[src/hdl/ssc_pkg.sv]
package ssc_pkg;

  // configuration register indices
  localparam logic [7:0] IDX_SHD_L2CTL = 8'h18;
  localparam logic [7:0] IDX_SHD_RD    = 8'h19;
  localparam logic [7:0] IDX_SHD_WR    = 8'h1A;
  localparam logic [7:0] IDX_SMM_SHD   = 8'h1C;
  localparam logic [7:0] IDX_SMM_MISC  = 8'h94;

  // values after reset
  localparam logic [7:0] RST_REG       = 8'h00;
  localparam logic [7:0] RST_RDATA     = 8'h00;
  localparam logic [2:0] RST_CNT       = 3'h0;

  // field positions
  localparam int BIT_L2_SHD_OFF   = 3;
  localparam int BIT_L1_SHD_OFF   = 2;
  localparam int BIT_SMM_L1_OFF   = 3;
  localparam int BIT_A20_FORCE    = 2;
  localparam int BIT_STROBE_CPU   = 1;
  localparam int BIT_FLUSH_EN     = 0;
  localparam int BIT_STS_SMM      = 7;
  localparam int BIT_STS_FLUSH    = 6;
  localparam logic [7:0] MISC_WMASK = 8'h0F;
  localparam logic [2:0] SMM_RD_LSB = 3'h0;
  localparam logic [2:0] SMM_WR_LSB = 3'h4;
  localparam logic [2:0] USR_DEF_LSB = 3'h4;

  // 64K segments inside the low megabyte
  localparam logic [3:0] SEG_C = 4'hC;
  localparam logic [3:0] SEG_D = 4'hD;
  localparam logic [11:0] LOW_MEG = 12'h000;

  // flush pulse length in clocks
  localparam logic [2:0] FLUSH_CYC = 3'h4;

  // gate codes on the inter-chip link, values arbitrary
  localparam logic [7:0] A20_SET_CODE = 8'h01;
  localparam logic [7:0] A20_CLR_CODE = 8'h02;

  typedef enum logic [1:0]
  {
    LK_IDLE = 2'b00,
    LK_SEND = 2'b01,
    LK_DONE = 2'b11
  } ssc_link_st_t;

  typedef enum logic
  {
    FL_IDLE  = 1'b0,
    FL_DRIVE = 1'b1
  } ssc_flush_st_t;

endpackage

[src/hdl/ssc_a20_link.sv]
`timescale 1ns/10ps
module ssc_a20_link #(
  parameter int CODE_W = 8
) (
  input  wire logic              core_clk,
  input  wire logic              sys_rst,
  input  wire logic              send_req,
  input  wire logic [CODE_W-1:0] send_code,
  input  wire logic              link_ack,
  output logic                   link_valid_r,
  output logic [CODE_W-1:0]      link_code_r
);

  ssc_pkg::ssc_link_st_t st_r;
  ssc_pkg::ssc_link_st_t st_nxt;
  logic                  pend_v_r;
  logic                  pend_v_nxt;
  logic [CODE_W-1:0]     pend_r;
  logic [CODE_W-1:0]     pend_nxt;
  logic                  link_valid_nxt;
  logic [CODE_W-1:0]     link_code_nxt;

  // four-phase handshake; a newer code overwrites one still waiting
  always_comb
  begin
    st_nxt         = st_r;
    pend_v_nxt     = pend_v_r;
    pend_nxt       = pend_r;
    link_valid_nxt = link_valid_r;
    link_code_nxt  = link_code_r;
    if (send_req)
    begin
      pend_v_nxt = 1'b1;
      pend_nxt   = send_code;
    end
    unique case (st_r)
      ssc_pkg::LK_IDLE:
      begin
        if (pend_v_r && !send_req)
        begin
          st_nxt         = ssc_pkg::LK_SEND;
          link_valid_nxt = 1'b1;
          link_code_nxt  = pend_r;
          pend_v_nxt     = 1'b0;
        end
      end
      ssc_pkg::LK_SEND:
      begin
        if (link_ack)
        begin
          st_nxt         = ssc_pkg::LK_DONE;
          link_valid_nxt = 1'b0;
        end
      end
      ssc_pkg::LK_DONE:
      begin
        if (!link_ack)
        begin
          st_nxt = ssc_pkg::LK_IDLE;
        end
      end
      default:
      begin
        st_nxt         = ssc_pkg::LK_IDLE;
        link_valid_nxt = 1'b0;
      end
    endcase
  end

  always_ff @(posedge core_clk)
  begin
    if (sys_rst)
    begin
      st_r         <= ssc_pkg::LK_IDLE;
      pend_v_r     <= 1'b0;
      pend_r       <= '0;
      link_valid_r <= 1'b0;
      link_code_r  <= '0;
    end
    else
    begin
      st_r         <= st_nxt;
      pend_v_r     <= pend_v_nxt;
      pend_r       <= pend_nxt;
      link_valid_r <= link_valid_nxt;
      link_code_r  <= link_code_nxt;
    end
  end

endmodule // ssc_a20_link

[src/hdl/ssc_smm_shadow.sv]
// Contract
// - smm memory only in D0000-FFFFF shadow
// - pick user or smm enables per cycle
// - D, E, F each own smm control
// - smm enable bit mapping; C uses user bits
// - cleared smm enable sends range to isa
// - user and smm share same shadow dram
// - flush low four clocks on smm entry
// - no entry flush for strobe-type cpu
// - no flush on exit, none for l2
// - index 94h bit 3 sets smm l1 caching
// - index 18h bit 3 sets shadow l2 caching
// - a20 gate ors inverted smm active level
// - set code on entry, reset on exit
// - no codes if gate already high
// - no a20 forcing for strobe-type cpu
`timescale 1ns/10ps
module ssc_smm_shadow #(
  parameter int CODE_W = 8
) (
  input  wire logic              core_clk,
  input  wire logic              sys_rst,
  input  wire logic              cpu_ads_n,
  input  wire logic              smm_cycle_strobe_n,
  input  wire logic              smm_active_n,
  input  wire logic              cpu_wr,
  input  wire logic [31:14]      cpu_addr,
  input  wire logic              kbd_gate,
  input  wire logic              emu_gate,
  input  wire logic              link_ack,
  input  wire logic              cfg_wr,
  input  wire logic              cfg_rd,
  input  wire logic [7:0]        cfg_index,
  input  wire logic [7:0]        cfg_wdata,
  output logic [7:0]             cfg_rdata_r,
  output logic                   shd_sel_r,
  output logic                   shd_dram_r,
  output logic                   shd_isa_r,
  output logic                   shd_smm_r,
  output logic                   shd_l1_cache_r,
  output logic                   shd_l2_cache_r,
  output logic                   cpu_flush_n_r,
  output logic                   addr20_gate_r,
  output logic                   link_valid_r,
  output logic [CODE_W-1:0]      link_code_r
);

  localparam int PIN_W = 23;

  // pin synchronisers
  logic [PIN_W-1:0]          pin_s1_r;
  logic [PIN_W-1:0]          pin_s2_r;
  logic                      ads_n_s;
  logic                      strobe_n_s;
  logic                      active_n_s;
  logic                      wr_s;
  logic                      ack_s;
  logic [31:14]              addr_s;

  // configuration registers
  logic [7:0]                l2ctl_r;
  logic [7:0]                l2ctl_nxt;
  logic [7:0]                shd_rd_r;
  logic [7:0]                shd_rd_nxt;
  logic [7:0]                shd_wr_r;
  logic [7:0]                shd_wr_nxt;
  logic [7:0]                smm_ctl_r;
  logic [7:0]                smm_ctl_nxt;
  logic [7:0]                misc_r;
  logic [7:0]                misc_nxt;
  logic [7:0]                cfg_rdata_nxt;

  // cycle decode
  logic                      strobe_cpu;
  logic                      cyc_start;
  logic                      smm_q;
  logic                      in_low;
  logic [3:0]                seg;
  logic [1:0]                quad;
  logic [7:0]                usr_en;
  logic [2:0]                rng;
  logic                      en;
  logic                      sel;
  logic                      shd_sel_nxt;
  logic                      shd_dram_nxt;
  logic                      shd_isa_nxt;
  logic                      shd_smm_nxt;
  logic                      shd_l1_nxt;
  logic                      shd_l2_nxt;

  // smm entry and exit
  logic                      act_prev_r;
  logic                      smm_entry;
  logic                      smm_exit;
  ssc_pkg::ssc_flush_st_t    fl_st_r;
  ssc_pkg::ssc_flush_st_t    fl_st_nxt;
  logic [2:0]                fl_cnt_r;
  logic [2:0]                fl_cnt_nxt;
  logic                      cpu_flush_n_nxt;
  logic                      force_on;
  logic                      gate_base;
  logic                      addr20_gate_nxt;
  logic                      send_req;
  logic [CODE_W-1:0]         send_code;

  // two flops on every cpu bus pin and on link_ack before use
  always_ff @(posedge core_clk)
  begin
    if (sys_rst)
    begin
      pin_s1_r <= {5'h1F, 18'h00000};
      pin_s2_r <= {5'h1F, 18'h00000};
    end
    else
    begin
      pin_s1_r <= {cpu_ads_n, smm_cycle_strobe_n, smm_active_n, cpu_wr, link_ack, cpu_addr};
      pin_s2_r <= pin_s1_r;
    end
  end

  assign ads_n_s    = pin_s2_r[22];
  assign strobe_n_s = pin_s2_r[21];
  assign active_n_s = pin_s2_r[20];
  assign wr_s       = pin_s2_r[19];
  assign ack_s      = pin_s2_r[18];
  assign addr_s     = pin_s2_r[17:0];

  // configuration writes and reads
  always_comb
  begin
    l2ctl_nxt     = l2ctl_r;
    shd_rd_nxt    = shd_rd_r;
    shd_wr_nxt    = shd_wr_r;
    smm_ctl_nxt   = smm_ctl_r;
    misc_nxt      = misc_r;
    cfg_rdata_nxt = cfg_rdata_r;
    if (cfg_wr)
    begin
      unique case (cfg_index)
        ssc_pkg::IDX_SHD_L2CTL: l2ctl_nxt   = cfg_wdata;
        ssc_pkg::IDX_SHD_RD:    shd_rd_nxt  = cfg_wdata;
        ssc_pkg::IDX_SHD_WR:    shd_wr_nxt  = cfg_wdata;
        ssc_pkg::IDX_SMM_SHD:   smm_ctl_nxt = cfg_wdata;
        ssc_pkg::IDX_SMM_MISC:  misc_nxt    = cfg_wdata & ssc_pkg::MISC_WMASK;
        default:                misc_nxt    = misc_r;
      endcase
    end
    if (cfg_rd)
    begin
      unique case (cfg_index)
        ssc_pkg::IDX_SHD_L2CTL: cfg_rdata_nxt = l2ctl_r;
        ssc_pkg::IDX_SHD_RD:    cfg_rdata_nxt = shd_rd_r;
        ssc_pkg::IDX_SHD_WR:    cfg_rdata_nxt = shd_wr_r;
        ssc_pkg::IDX_SMM_SHD:   cfg_rdata_nxt = smm_ctl_r;
        ssc_pkg::IDX_SMM_MISC:
        begin
          cfg_rdata_nxt                         = misc_r;
          cfg_rdata_nxt[ssc_pkg::BIT_STS_SMM]   = ~strobe_cpu & ~active_n_s;
          cfg_rdata_nxt[ssc_pkg::BIT_STS_FLUSH] = ~cpu_flush_n_r;
        end
        default:                cfg_rdata_nxt = ssc_pkg::RST_RDATA;
      endcase
    end
  end

  always_ff @(posedge core_clk)
  begin
    if (sys_rst)
    begin
      l2ctl_r     <= ssc_pkg::RST_REG;
      shd_rd_r    <= ssc_pkg::RST_REG;
      shd_wr_r    <= ssc_pkg::RST_REG;
      smm_ctl_r   <= ssc_pkg::RST_REG;
      misc_r      <= ssc_pkg::RST_REG;
      cfg_rdata_r <= ssc_pkg::RST_RDATA;
    end
    else
    begin
      l2ctl_r     <= l2ctl_nxt;
      shd_rd_r    <= shd_rd_nxt;
      shd_wr_r    <= shd_wr_nxt;
      smm_ctl_r   <= smm_ctl_nxt;
      misc_r      <= misc_nxt;
      cfg_rdata_r <= cfg_rdata_nxt;
    end
  end

  // qualifier source depends on how the cpu signals smm
  assign strobe_cpu = misc_r[ssc_pkg::BIT_STROBE_CPU];
  always_comb
  begin
    cyc_start = strobe_cpu ? (~ads_n_s | ~strobe_n_s) : ~ads_n_s;
    smm_q     = strobe_cpu ? ~strobe_n_s : ~active_n_s;
  end

  // shadow decode of the C0000-FFFFF window
  always_comb
  begin
    in_low = (addr_s[31:20] == ssc_pkg::LOW_MEG);
    seg    = addr_s[19:16];
    quad   = addr_s[15:14];
    usr_en = wr_s ? shd_wr_r : shd_rd_r;
    rng    = 3'(seg - ssc_pkg::SEG_D);
    sel    = in_low && (seg >= ssc_pkg::SEG_C);
    en     = 1'b0;
    if (sel && seg == ssc_pkg::SEG_C)
    begin
      en = usr_en[quad];
    end
    else if (sel && smm_q)
    begin
      // separate smm enables only for D, E and F
      en = smm_ctl_r[(wr_s ? ssc_pkg::SMM_WR_LSB : ssc_pkg::SMM_RD_LSB) + rng];
    end
    else if (sel)
    begin
      en = usr_en[ssc_pkg::USR_DEF_LSB + rng];
    end
    shd_sel_nxt  = shd_sel_r;
    shd_dram_nxt = shd_dram_r;
    shd_isa_nxt  = shd_isa_r;
    shd_smm_nxt  = shd_smm_r;
    shd_l1_nxt   = shd_l1_cache_r;
    shd_l2_nxt   = shd_l2_cache_r;
    if (cyc_start)
    begin
      // latched once per cycle, held until the next start
      shd_sel_nxt  = sel;
      shd_smm_nxt  = smm_q;
      shd_dram_nxt = sel & en;
      shd_isa_nxt  = sel & ~en;
      shd_l1_nxt   = sel & en & ~l2ctl_r[ssc_pkg::BIT_L1_SHD_OFF]
                     & ~(smm_q & misc_r[ssc_pkg::BIT_SMM_L1_OFF]);
      shd_l2_nxt   = sel & en & ~l2ctl_r[ssc_pkg::BIT_L2_SHD_OFF];
    end
  end

  always_ff @(posedge core_clk)
  begin
    if (sys_rst)
    begin
      shd_sel_r      <= 1'b0;
      shd_dram_r     <= 1'b0;
      shd_isa_r      <= 1'b0;
      shd_smm_r      <= 1'b0;
      shd_l1_cache_r <= 1'b0;
      shd_l2_cache_r <= 1'b0;
    end
    else
    begin
      shd_sel_r      <= shd_sel_nxt;
      shd_dram_r     <= shd_dram_nxt;
      shd_isa_r      <= shd_isa_nxt;
      shd_smm_r      <= shd_smm_nxt;
      shd_l1_cache_r <= shd_l1_nxt;
      shd_l2_cache_r <= shd_l2_nxt;
    end
  end

  // entry and exit edges of the static active level
  always_comb
  begin
    smm_entry = ~strobe_cpu & act_prev_r & ~active_n_s;
    smm_exit  = ~strobe_cpu & ~act_prev_r & active_n_s;
  end

  // flush pulse on entry only, never on exit
  always_comb
  begin
    fl_st_nxt  = fl_st_r;
    fl_cnt_nxt = fl_cnt_r;
    unique case (fl_st_r)
      ssc_pkg::FL_IDLE:
      begin
        if (smm_entry && misc_r[ssc_pkg::BIT_FLUSH_EN])
        begin
          fl_st_nxt  = ssc_pkg::FL_DRIVE;
          fl_cnt_nxt = 3'(ssc_pkg::FLUSH_CYC - 3'h1);
        end
      end
      ssc_pkg::FL_DRIVE:
      begin
        if (fl_cnt_r == ssc_pkg::RST_CNT)
        begin
          fl_st_nxt = ssc_pkg::FL_IDLE;
        end
        else
        begin
          fl_cnt_nxt = 3'(fl_cnt_r - 3'h1);
        end
      end
    endcase
    cpu_flush_n_nxt = (fl_st_nxt != ssc_pkg::FL_DRIVE);
  end

  always_ff @(posedge core_clk)
  begin
    if (sys_rst)
    begin
      act_prev_r    <= 1'b1;
      fl_st_r       <= ssc_pkg::FL_IDLE;
      fl_cnt_r      <= ssc_pkg::RST_CNT;
      cpu_flush_n_r <= 1'b1;
    end
    else
    begin
      act_prev_r    <= active_n_s;
      fl_st_r       <= fl_st_nxt;
      fl_cnt_r      <= fl_cnt_nxt;
      cpu_flush_n_r <= cpu_flush_n_nxt;
    end
  end

  // internal a20 gate and link codes
  always_comb
  begin
    force_on        = misc_r[ssc_pkg::BIT_A20_FORCE] & ~strobe_cpu & ~active_n_s;
    gate_base       = kbd_gate | emu_gate;
    addr20_gate_nxt = gate_base | force_on;
    send_req        = 1'b0;
    send_code       = ssc_pkg::A20_SET_CODE;
    if (misc_r[ssc_pkg::BIT_A20_FORCE] && !gate_base)
    begin
      if (smm_entry)
      begin
        send_req  = 1'b1;
        send_code = ssc_pkg::A20_SET_CODE;
      end
      else if (smm_exit)
      begin
        send_req  = 1'b1;
        send_code = ssc_pkg::A20_CLR_CODE;
      end
    end
  end

  always_ff @(posedge core_clk)
  begin
    if (sys_rst)
    begin
      addr20_gate_r <= 1'b0;
    end
    else
    begin
      addr20_gate_r <= addr20_gate_nxt;
    end
  end

  ssc_a20_link #(
    .CODE_W (CODE_W)
  ) u_link (
    .core_clk     (core_clk),
    .sys_rst      (sys_rst),
    .send_req     (send_req),
    .send_code    (send_code),
    .link_ack     (ack_s),
    .link_valid_r (link_valid_r),
    .link_code_r  (link_code_r)
  );

endmodule // ssc_smm_shadow

[config.mk]
export PLATFORM = sky130hd
export DESIGN_NAME = ssc_smm_shadow
export DESIGN_NICKNAME = d
export VERILOG_FILES = /design/src/hdl/ssc_pkg.sv /design/src/hdl/ssc_a20_link.sv /design/src/hdl/ssc_smm_shadow.sv
export SDC_FILE = /design/constraint.sdc
export NUM_CORES = 1
export LEC_CHECK = 0
export BUFFER_PORTS_ARGS = -buffer_cell sky130_fd_sc_hd__buf_2
export CORE_MARGIN = 2
export CORE_UTILIZATION = 50
export CTS_CLUSTER_DIAMETER = 100
export DETAILED_ROUTE_END_ITERATION = 12
export PLACE_DENSITY_LB_ADDON = 0.2
export SKIP_LAST_GASP = 1
export SLEW_MARGIN = 20
export SYNTH_ARGS = -nofsm -noshare
export SYNTH_HDL_FRONTEND = slang
export SYNTH_SLANG_ARGS = --single-unit
[constraint.sdc]
create_clock -name core_clk -period 2.4 [get_ports core_clk]
set_clock_uncertainty 0.2 [all_clocks]
set_input_delay 0.36 -clock core_clk [delete_from_list [all_inputs] [get_ports core_clk]]
set_output_delay 0.36 -clock core_clk [all_outputs]
set_load 0.005 [all_outputs]
-- After elaboration in Yosys (flattened, before gate mapping)
Cells that the tools add are included.
- register bits after elaboration: 123
- bits in latches: 0
- RAM bits: 0
- memory bits (read-only): 0
- input port bits: 45
- output and inout bits: 25
- memories kept: 0
- add/subtract/negate cells: 4
- $mul: 0
- divide/modulo/power cells: 0
- magnitude comparators: 4
- equal/unequal tests: 13
- shift-type cells: 0
- muxes and demuxes: 36
- bitwise logic cells: 29
- reductions and logical operators: 20
- operators by type and width (operator ; count):
    case mux 8 bit (5 select lines) ; 1
    == test 8 x 5 -> 1 bit (second input constant) ; 4
    two-way mux 1 bit ; 18
    AND reduction 2 bit ; 7
    bitwise AND 1 bit ; 13
    NOT 1 bit ; 13
    logical NOT 12 bit ; 1
    two-way mux 2 bit ; 6
    two-way mux 3 bit ; 3
    == test 8 bit (second input constant) ; 1
    < comparator 3 x 4 -> 1 bit (second input constant) ; 2
    two-way mux 8 bit ; 1
    != test 2 bit (second input constant) ; 4
    binary-select mux 1 bit (select 3 bit) ; 2
    logical AND 1 bit ; 6
    case mux 2 bit (3 select lines) ; 1
    case mux 3 bit (2 select lines) ; 1
    AND reduction 3 bit ; 2
    == test 4 bit (second input constant) ; 1
    >= comparator 4 bit (second input constant) ; 1
    < comparator 2 x 4 -> 1 bit (second input constant) ; 1
    adder 3 bit ; 1
    adder 3 bit (first input constant) ; 1
    logical NOT 3 bit ; 1
    11 further kinds ; 14

-- Longest topological paths before layout
- depth after elaboration: 10
- gate-level depth with buffers: 7

-- Hierarchy
A second synthesis with hierarchy kept.
- cells, all modules: 484
- area total of the unflattened synthesis: 4873.4 um^2
- by module, submodules not included (module ; times used ; cells each ; area each (um^2) ; seq. area each (um^2)):
    ssc_smm_shadow ; 1 ; 405 ; 4053.9 ; 2062.0
    ssc_a20_link ; 1 ; 79 ; 819.5 ; 400.4

-- Worst setup path after synthesis
No wires, ideal clock.
- path type: register to register
- from: register pin_s2_r[2]
- to: register shd_dram_r
- library setup time: 0.133 ns
- arrival time: 1.994 ns
- path slack: 0.072 ns
- stages on the path, launching flop included: 8
- clock period less this slack: 2.328 ns
- cell sequence: dfxtp_1 > inv_1 > ha_1 > mux4_1 > mux2i_1 > o22ai_1 > nor3_1 > o21ai_0
- word-level cells in the longest chain between the ends: 8
- elaborated cells between the ends (all ways): 16
- those cells by class: 3 x add/sub; 1 x order compare; 1 x eq/ne; 7 x mux; 1 x bitwise; 3 x reduce/logical
- RTL lines (element ; RTL line ; source):
    start, declared ; ssc_smm_shadow.sv:52 ; logic [PIN_W-1:0] pin_s2_r;
    start signal, assigned ; ssc_smm_shadow.sv:112 ; pin_s2_r <= {5'h1F, 18'h00000};
    start signal, assigned ; ssc_smm_shadow.sv:117 ; pin_s2_r <= pin_s1_r;
    subtractor 3 bit ; ssc_smm_shadow.sv:203 ; rng = 3'(seg - ssc_pkg::SEG_D);
    adder 3 bit ; ssc_smm_shadow.sv:217 ; en = usr_en[ssc_pkg::USR_DEF_LSB + rng];
    binary-select mux 1 bit (select 3 bit) ; ssc_smm_shadow.sv:217 ;
    two-way mux 1 bit (not written as such) ; ssc_smm_shadow.sv:217 ;
    two-way mux 1 bit ; ssc_smm_shadow.sv:215 ; else if (sel)
    two-way mux 1 bit ; ssc_smm_shadow.sv:210 ; else if (sel && smm_q)
    two-way mux 1 bit ; ssc_smm_shadow.sv:206 ; if (sel && seg == ssc_pkg::SEG_C)
    bitwise AND 1 bit * ; ssc_smm_shadow.sv:230 ; shd_dram_nxt = sel & en;
    end signal, assigned ; ssc_smm_shadow.sv:252 ; shd_dram_r <= shd_dram_nxt;
    end, declared ; ssc_smm_shadow.sv:37 ; output logic shd_dram_r,
Every way passes the cells marked *; elsewhere a longest branch is shown, timed or not. The select of a mux whose other input is x is not followed.
A chain may end at the register's enable or synchronous reset.

-- Final worst setup path
- from: register pin_s2_r[2]
- to: register shd_l1_cache_r
- word-level cells in the longest chain between the ends: 10
- elaborated cells between the ends (all ways): 18
- those cells by class: 3 x add/sub; 1 x order compare; 1 x eq/ne; 7 x mux; 3 x bitwise; 3 x reduce/logical
- RTL lines (element ; RTL line ; source):
    subtractor 3 bit ; ssc_smm_shadow.sv:203 ;
    adder 3 bit ; ssc_smm_shadow.sv:217 ;
    binary-select mux 1 bit (select 3 bit) ; ssc_smm_shadow.sv:217 ;
    two-way mux 1 bit (not written as such) ; ssc_smm_shadow.sv:217 ;
    two-way mux 1 bit ; ssc_smm_shadow.sv:215 ;
    two-way mux 1 bit ; ssc_smm_shadow.sv:210 ;
    two-way mux 1 bit ; ssc_smm_shadow.sv:206 ;
    bitwise AND 1 bit * (2 in series) ; ssc_smm_shadow.sv:232 ; shd_l1_nxt = sel & en & ~l2ctl_r[ssc_pkg::BIT_L1_SHD_OFF]
    bitwise AND 1 bit * ; ssc_smm_shadow.sv:233 ; & ~(smm_q & misc_r[ssc_pkg::BIT_SMM_L1_OFF]);
    end signal, assigned ; ssc_smm_shadow.sv:255 ; shd_l1_cache_r <= shd_l1_nxt;
    end, declared ; ssc_smm_shadow.sv:40 ; output logic shd_l1_cache_r,
Marks and branches as above.

==> metrics list <==
- Net count of the finished layout: 577
- In this run, CTS created clock tree buffers numbering 9.
* Slew Limit Fails: 0
- Synthesized area per cell: 9.813 sq um
- The final route contains 3344 vias.
* Final RePlAce weighted congestion: 0.8712
- Bufs on Longest Clock Path: 2
- Power density of the placed cells: 621.6 nW/um^2
- The flow ran to the end, and the final reports show no timing, DRC or antenna violations.
- During synthesis, Yosys emitted a total of 0 warnings.
* Most common cell after layout, fill and taps aside: dfxtp_1
- Along the worst path, the maximum fanout reaches 5.
* Share of the synthesized area in the top cell type: 50.77%
- Number of distinct library cell variants in the gate-level netlist after synthesis: 49
- For this design, the sink count on the clock tree is 111.
* Die boundary width: 97.56 um
- Static timing analysis puts the maximum clock frequency at 0.4374 GHz.
- Entering global routing, the biggest net connects 54 pins.
- The tightest hold path in the finished design has a slack of 0.01497 ns.
- Final core occ: 61.20%
* Async set or reset register ratio after synthesis: 0%
- Data arrives at the worst endpoint at 2.36 ns.
- Switching power: 0.8413 mW
- Combined flip-flop and latch cell area: 2222 sq um
- In the routed layout, each cell is associated on average with a via count of 5.209.
- At the worst endpoint, the required time is 2.48 ns.
- Sum of negative setup slack: 0 ns
- Post-route minimum period: 2.286 ns
* Worst setup path category: reg -> reg
- Root Buffer: clkbuf_8
- TritonCTS built the clock tree.
- Cell family contributing the most delay on the critical path: multiplexers
- Max-cap violations in this run came to 0.
- After layout, the design draws a total of 3.269 mW.
- The H-tree was split into 3 levels.
- Cells with a size suffix above 1 make up 20.97% of the layout.
- The detail route stage leaves a number of antenna-violating nets equal to 0.
- Transition time at the pin with the least slew margin: 0.5079 ns
- Internal cell power: 2.428 mW
- The initial antenna violation count is 0.
- Fraction of power consumed by the clock network: 35.3%
- Headroom to the max-slew limit: 66.14%
* DRC violation count after routing: 0
* WL final: 9010 um
- The number of failing hold endpoints at the final stage is 0.
- Net switching is 25.73% of the power.
- The number of global-route vias before repair came to 3088.
* Total global routing track utilization: 19.48%
* Number of input and output port buffers inserted: 63
* Max incr delay on CP: 0.57 ns
* Synthesized area: 4377 sq um
* Leading cell types by total area after synthesis: dfxtp_1, mux2i_1, nor2b_1
- Most used DFF post-synth: dfxtp_1
- The analysis attributes to cell leakage a power of 2.190 nW.
- Ant diodes: 0
- Crit path capture type: flop
- Detailed placement finished with a half-perimeter wire length of 6295 um.
- Top library cells by usage in the layout, fill and taps aside: dfxtp_1, buf_2, nor2_1
- The cell count after synthesis came out at 446.
* 1st-pass router iterations: 6
* Number of flops mapped to enable cells by yosys: 0
- Per report_power, the combinational group accounts for 6.5% of the total.
- On the critical path, the stage with the largest delay is an instance of mux4_1.
* Chip Height: 97.56 um
- FP Rows: 34
* Clock transition time at the flip-flop clock pins of the worst setup and hold paths: 0.11 ns
* Kind of launch point of the worst setup path: flop
- Initial DRC Count: 132
- Setup-failing EPs final: 0
- Number of primary I/O pins: 70
- Register bit count reported by yosys: 111
- Top cell type by total area after synthesis: dfxtp_1
* HP Class: in -> reg
- For this run, the register share of the synthesized area comes to 50.77%.
- Die Footprint: 9518 sq um
* R2r setup slk: 0.11 ns
* Area used by multi-input combinational logic: 2013 sq um
* Overflow after GRT: 0
- Number of filler cells placed in the layout: 754
- Relative to the synthesized area, the layout overhead comes to 20.15%.
- Crit share post-route: 95.25%
- Counting both buffers and inverters, the worst setup path holds a total of 1.
* Global-route wire length before repair: 14880 um
* Series of cell instances along the critical path: inv_1 > ha_4 > mux4_1 > mux2i_1 > o22ai_1 > nor3_2 > o31ai_1
- Starting density of the core: 50.93%
- The clock reaches the later pin of the worst-skew pair after 0.39 ns.
- After floorplanning, the core was sized to cover 8593 sq um.
* Post-CTS setup repair buffer count: 0
- Across the VDD grid, the largest voltage drop is 0.3336 mV.
- Sequential group share of total power: 58.2%
- Detailed-route wire length per cell: 14.03 um
- RSZ-0062 raised after global routing: no
[metrics by stage]
step / cells / setup WS (ns) / instance area [sq um]
3_5_place_dp: 603 / -0.09379 / 4783
6_report: 642 / 0.1139 / 5259
4_1_cts: 642 / 0.01947 / 5241
2_1_floorplan: 451 / 0.07238 / 4395
3_3_place_gp: 603 / 0.01933 / 4783
5_1_grt: 642 / 0.0005800 / 5259
[final timing paths]
path / start / end / cells past startpoint
setup / recovery: pin_s2_r[2] / shd_l1_cache_r / 7
hold reg to reg: pin_s1_r[18] / pin_s2_r[18] / 1
hold / removal: emu_gate / addr20_gate_r / 3
setup reg to reg: pin_s2_r[2] / shd_l1_cache_r / 7
[routing by layer]
layer / up-vias / track usage [%] / wire length [um]
met5: - / 0 / 0
met4: 0 / 5.769 / 115
met3: 10 / 5.755 / 593
met2: 106 / 32.31 / 4316
met1: 1538 / 24.63 / 3985
li1: 1690 / - / -
[state kept, by name, indices dropped and copies added, names as in the netlist, 2 cells and up]
register	count
l2ctl_r	8
misc_r	4
u_link.st_r	2
pin_s1_r	23
u_link.pend_r	2
shd_wr_r	8
pin_s2_r	23
fl_cnt_r	3
u_link.link_code_r	2
shd_rd_r	8
smm_ctl_r	8
cfg_rdata_r	8
[power groups by stage]
stage / Sequential [mW] / Clock [mW] / Combinational [mW]
finish: 1.90 / 1.15 / 0.213
global route: 1.91 / 1.26 / 0.235
CTS: 1.90 / 1.19 / 0.210
detailed placement: 1.94 / 0 / 0.181
global placement: 1.94 / 0 / 0.177
floorplan: 1.94 / 0 / 0.115
[synth_stat cells, types with 2 or more instances]
cell and n:
nor3b_1 2, or2_2 11, nor2_1 42, nor4b_1 3, nand2_1 40, mux2i_1 41, buf_4 8, a211oi_1 5
clkbuf_1 14, dfxtp_1 111, and4b_1 2, nor2b_1 40, inv_1 10, a21o_1 2, buf_2 2, o31ai_1 3
mux4_2 4, nand4_1 2, nand2b_1 3, and3_1 2, ha_1 3, nand3_1 15, xnor2_1 2, a22oi_1 6
o22ai_1 2, or3b_1 2, buf_1 6, nor3_1 5, a21oi_1 21, a311oi_1 6, mux4_1 3, nand3_2 2
o21ai_0 10
[cell type report]
cell class	count	area share [%]
inverters	10	0.7138
clock buffers	9	2.355
flip-flops and latches	111	42.26
clock inverters	7	1.880
multi-input cells	300	38.28
repair buffers	97	11.94
well taps	108	2.570
[cell families after synthesis]
family          after synthesis  synth area share (%)
compound gates               63                 9.320
xor+xnor                      3                0.6005
fa+ha+maj                     3                0.8577
buf+inv                      40                 4.174
flops                       111                 50.77
mux                          48                 13.24
other cells                   1               0.08568
simple gates                177                 20.96
[worst min-delay path, stage by stage]
cell and delay (ns):
buf_2 0.09, a211oi_1 0.04, nor2_1 0.07
[repair_timing]
item                                   in CTS  in global routing
resized for setup                           1                  4
endpoints found under the hold margin      23                  0
setup endpoints to repair                   4                  4
pin swaps                                   0                  2
hold buffers                               23                  0
Note: power is estimated with default switching activity, not from simulation.
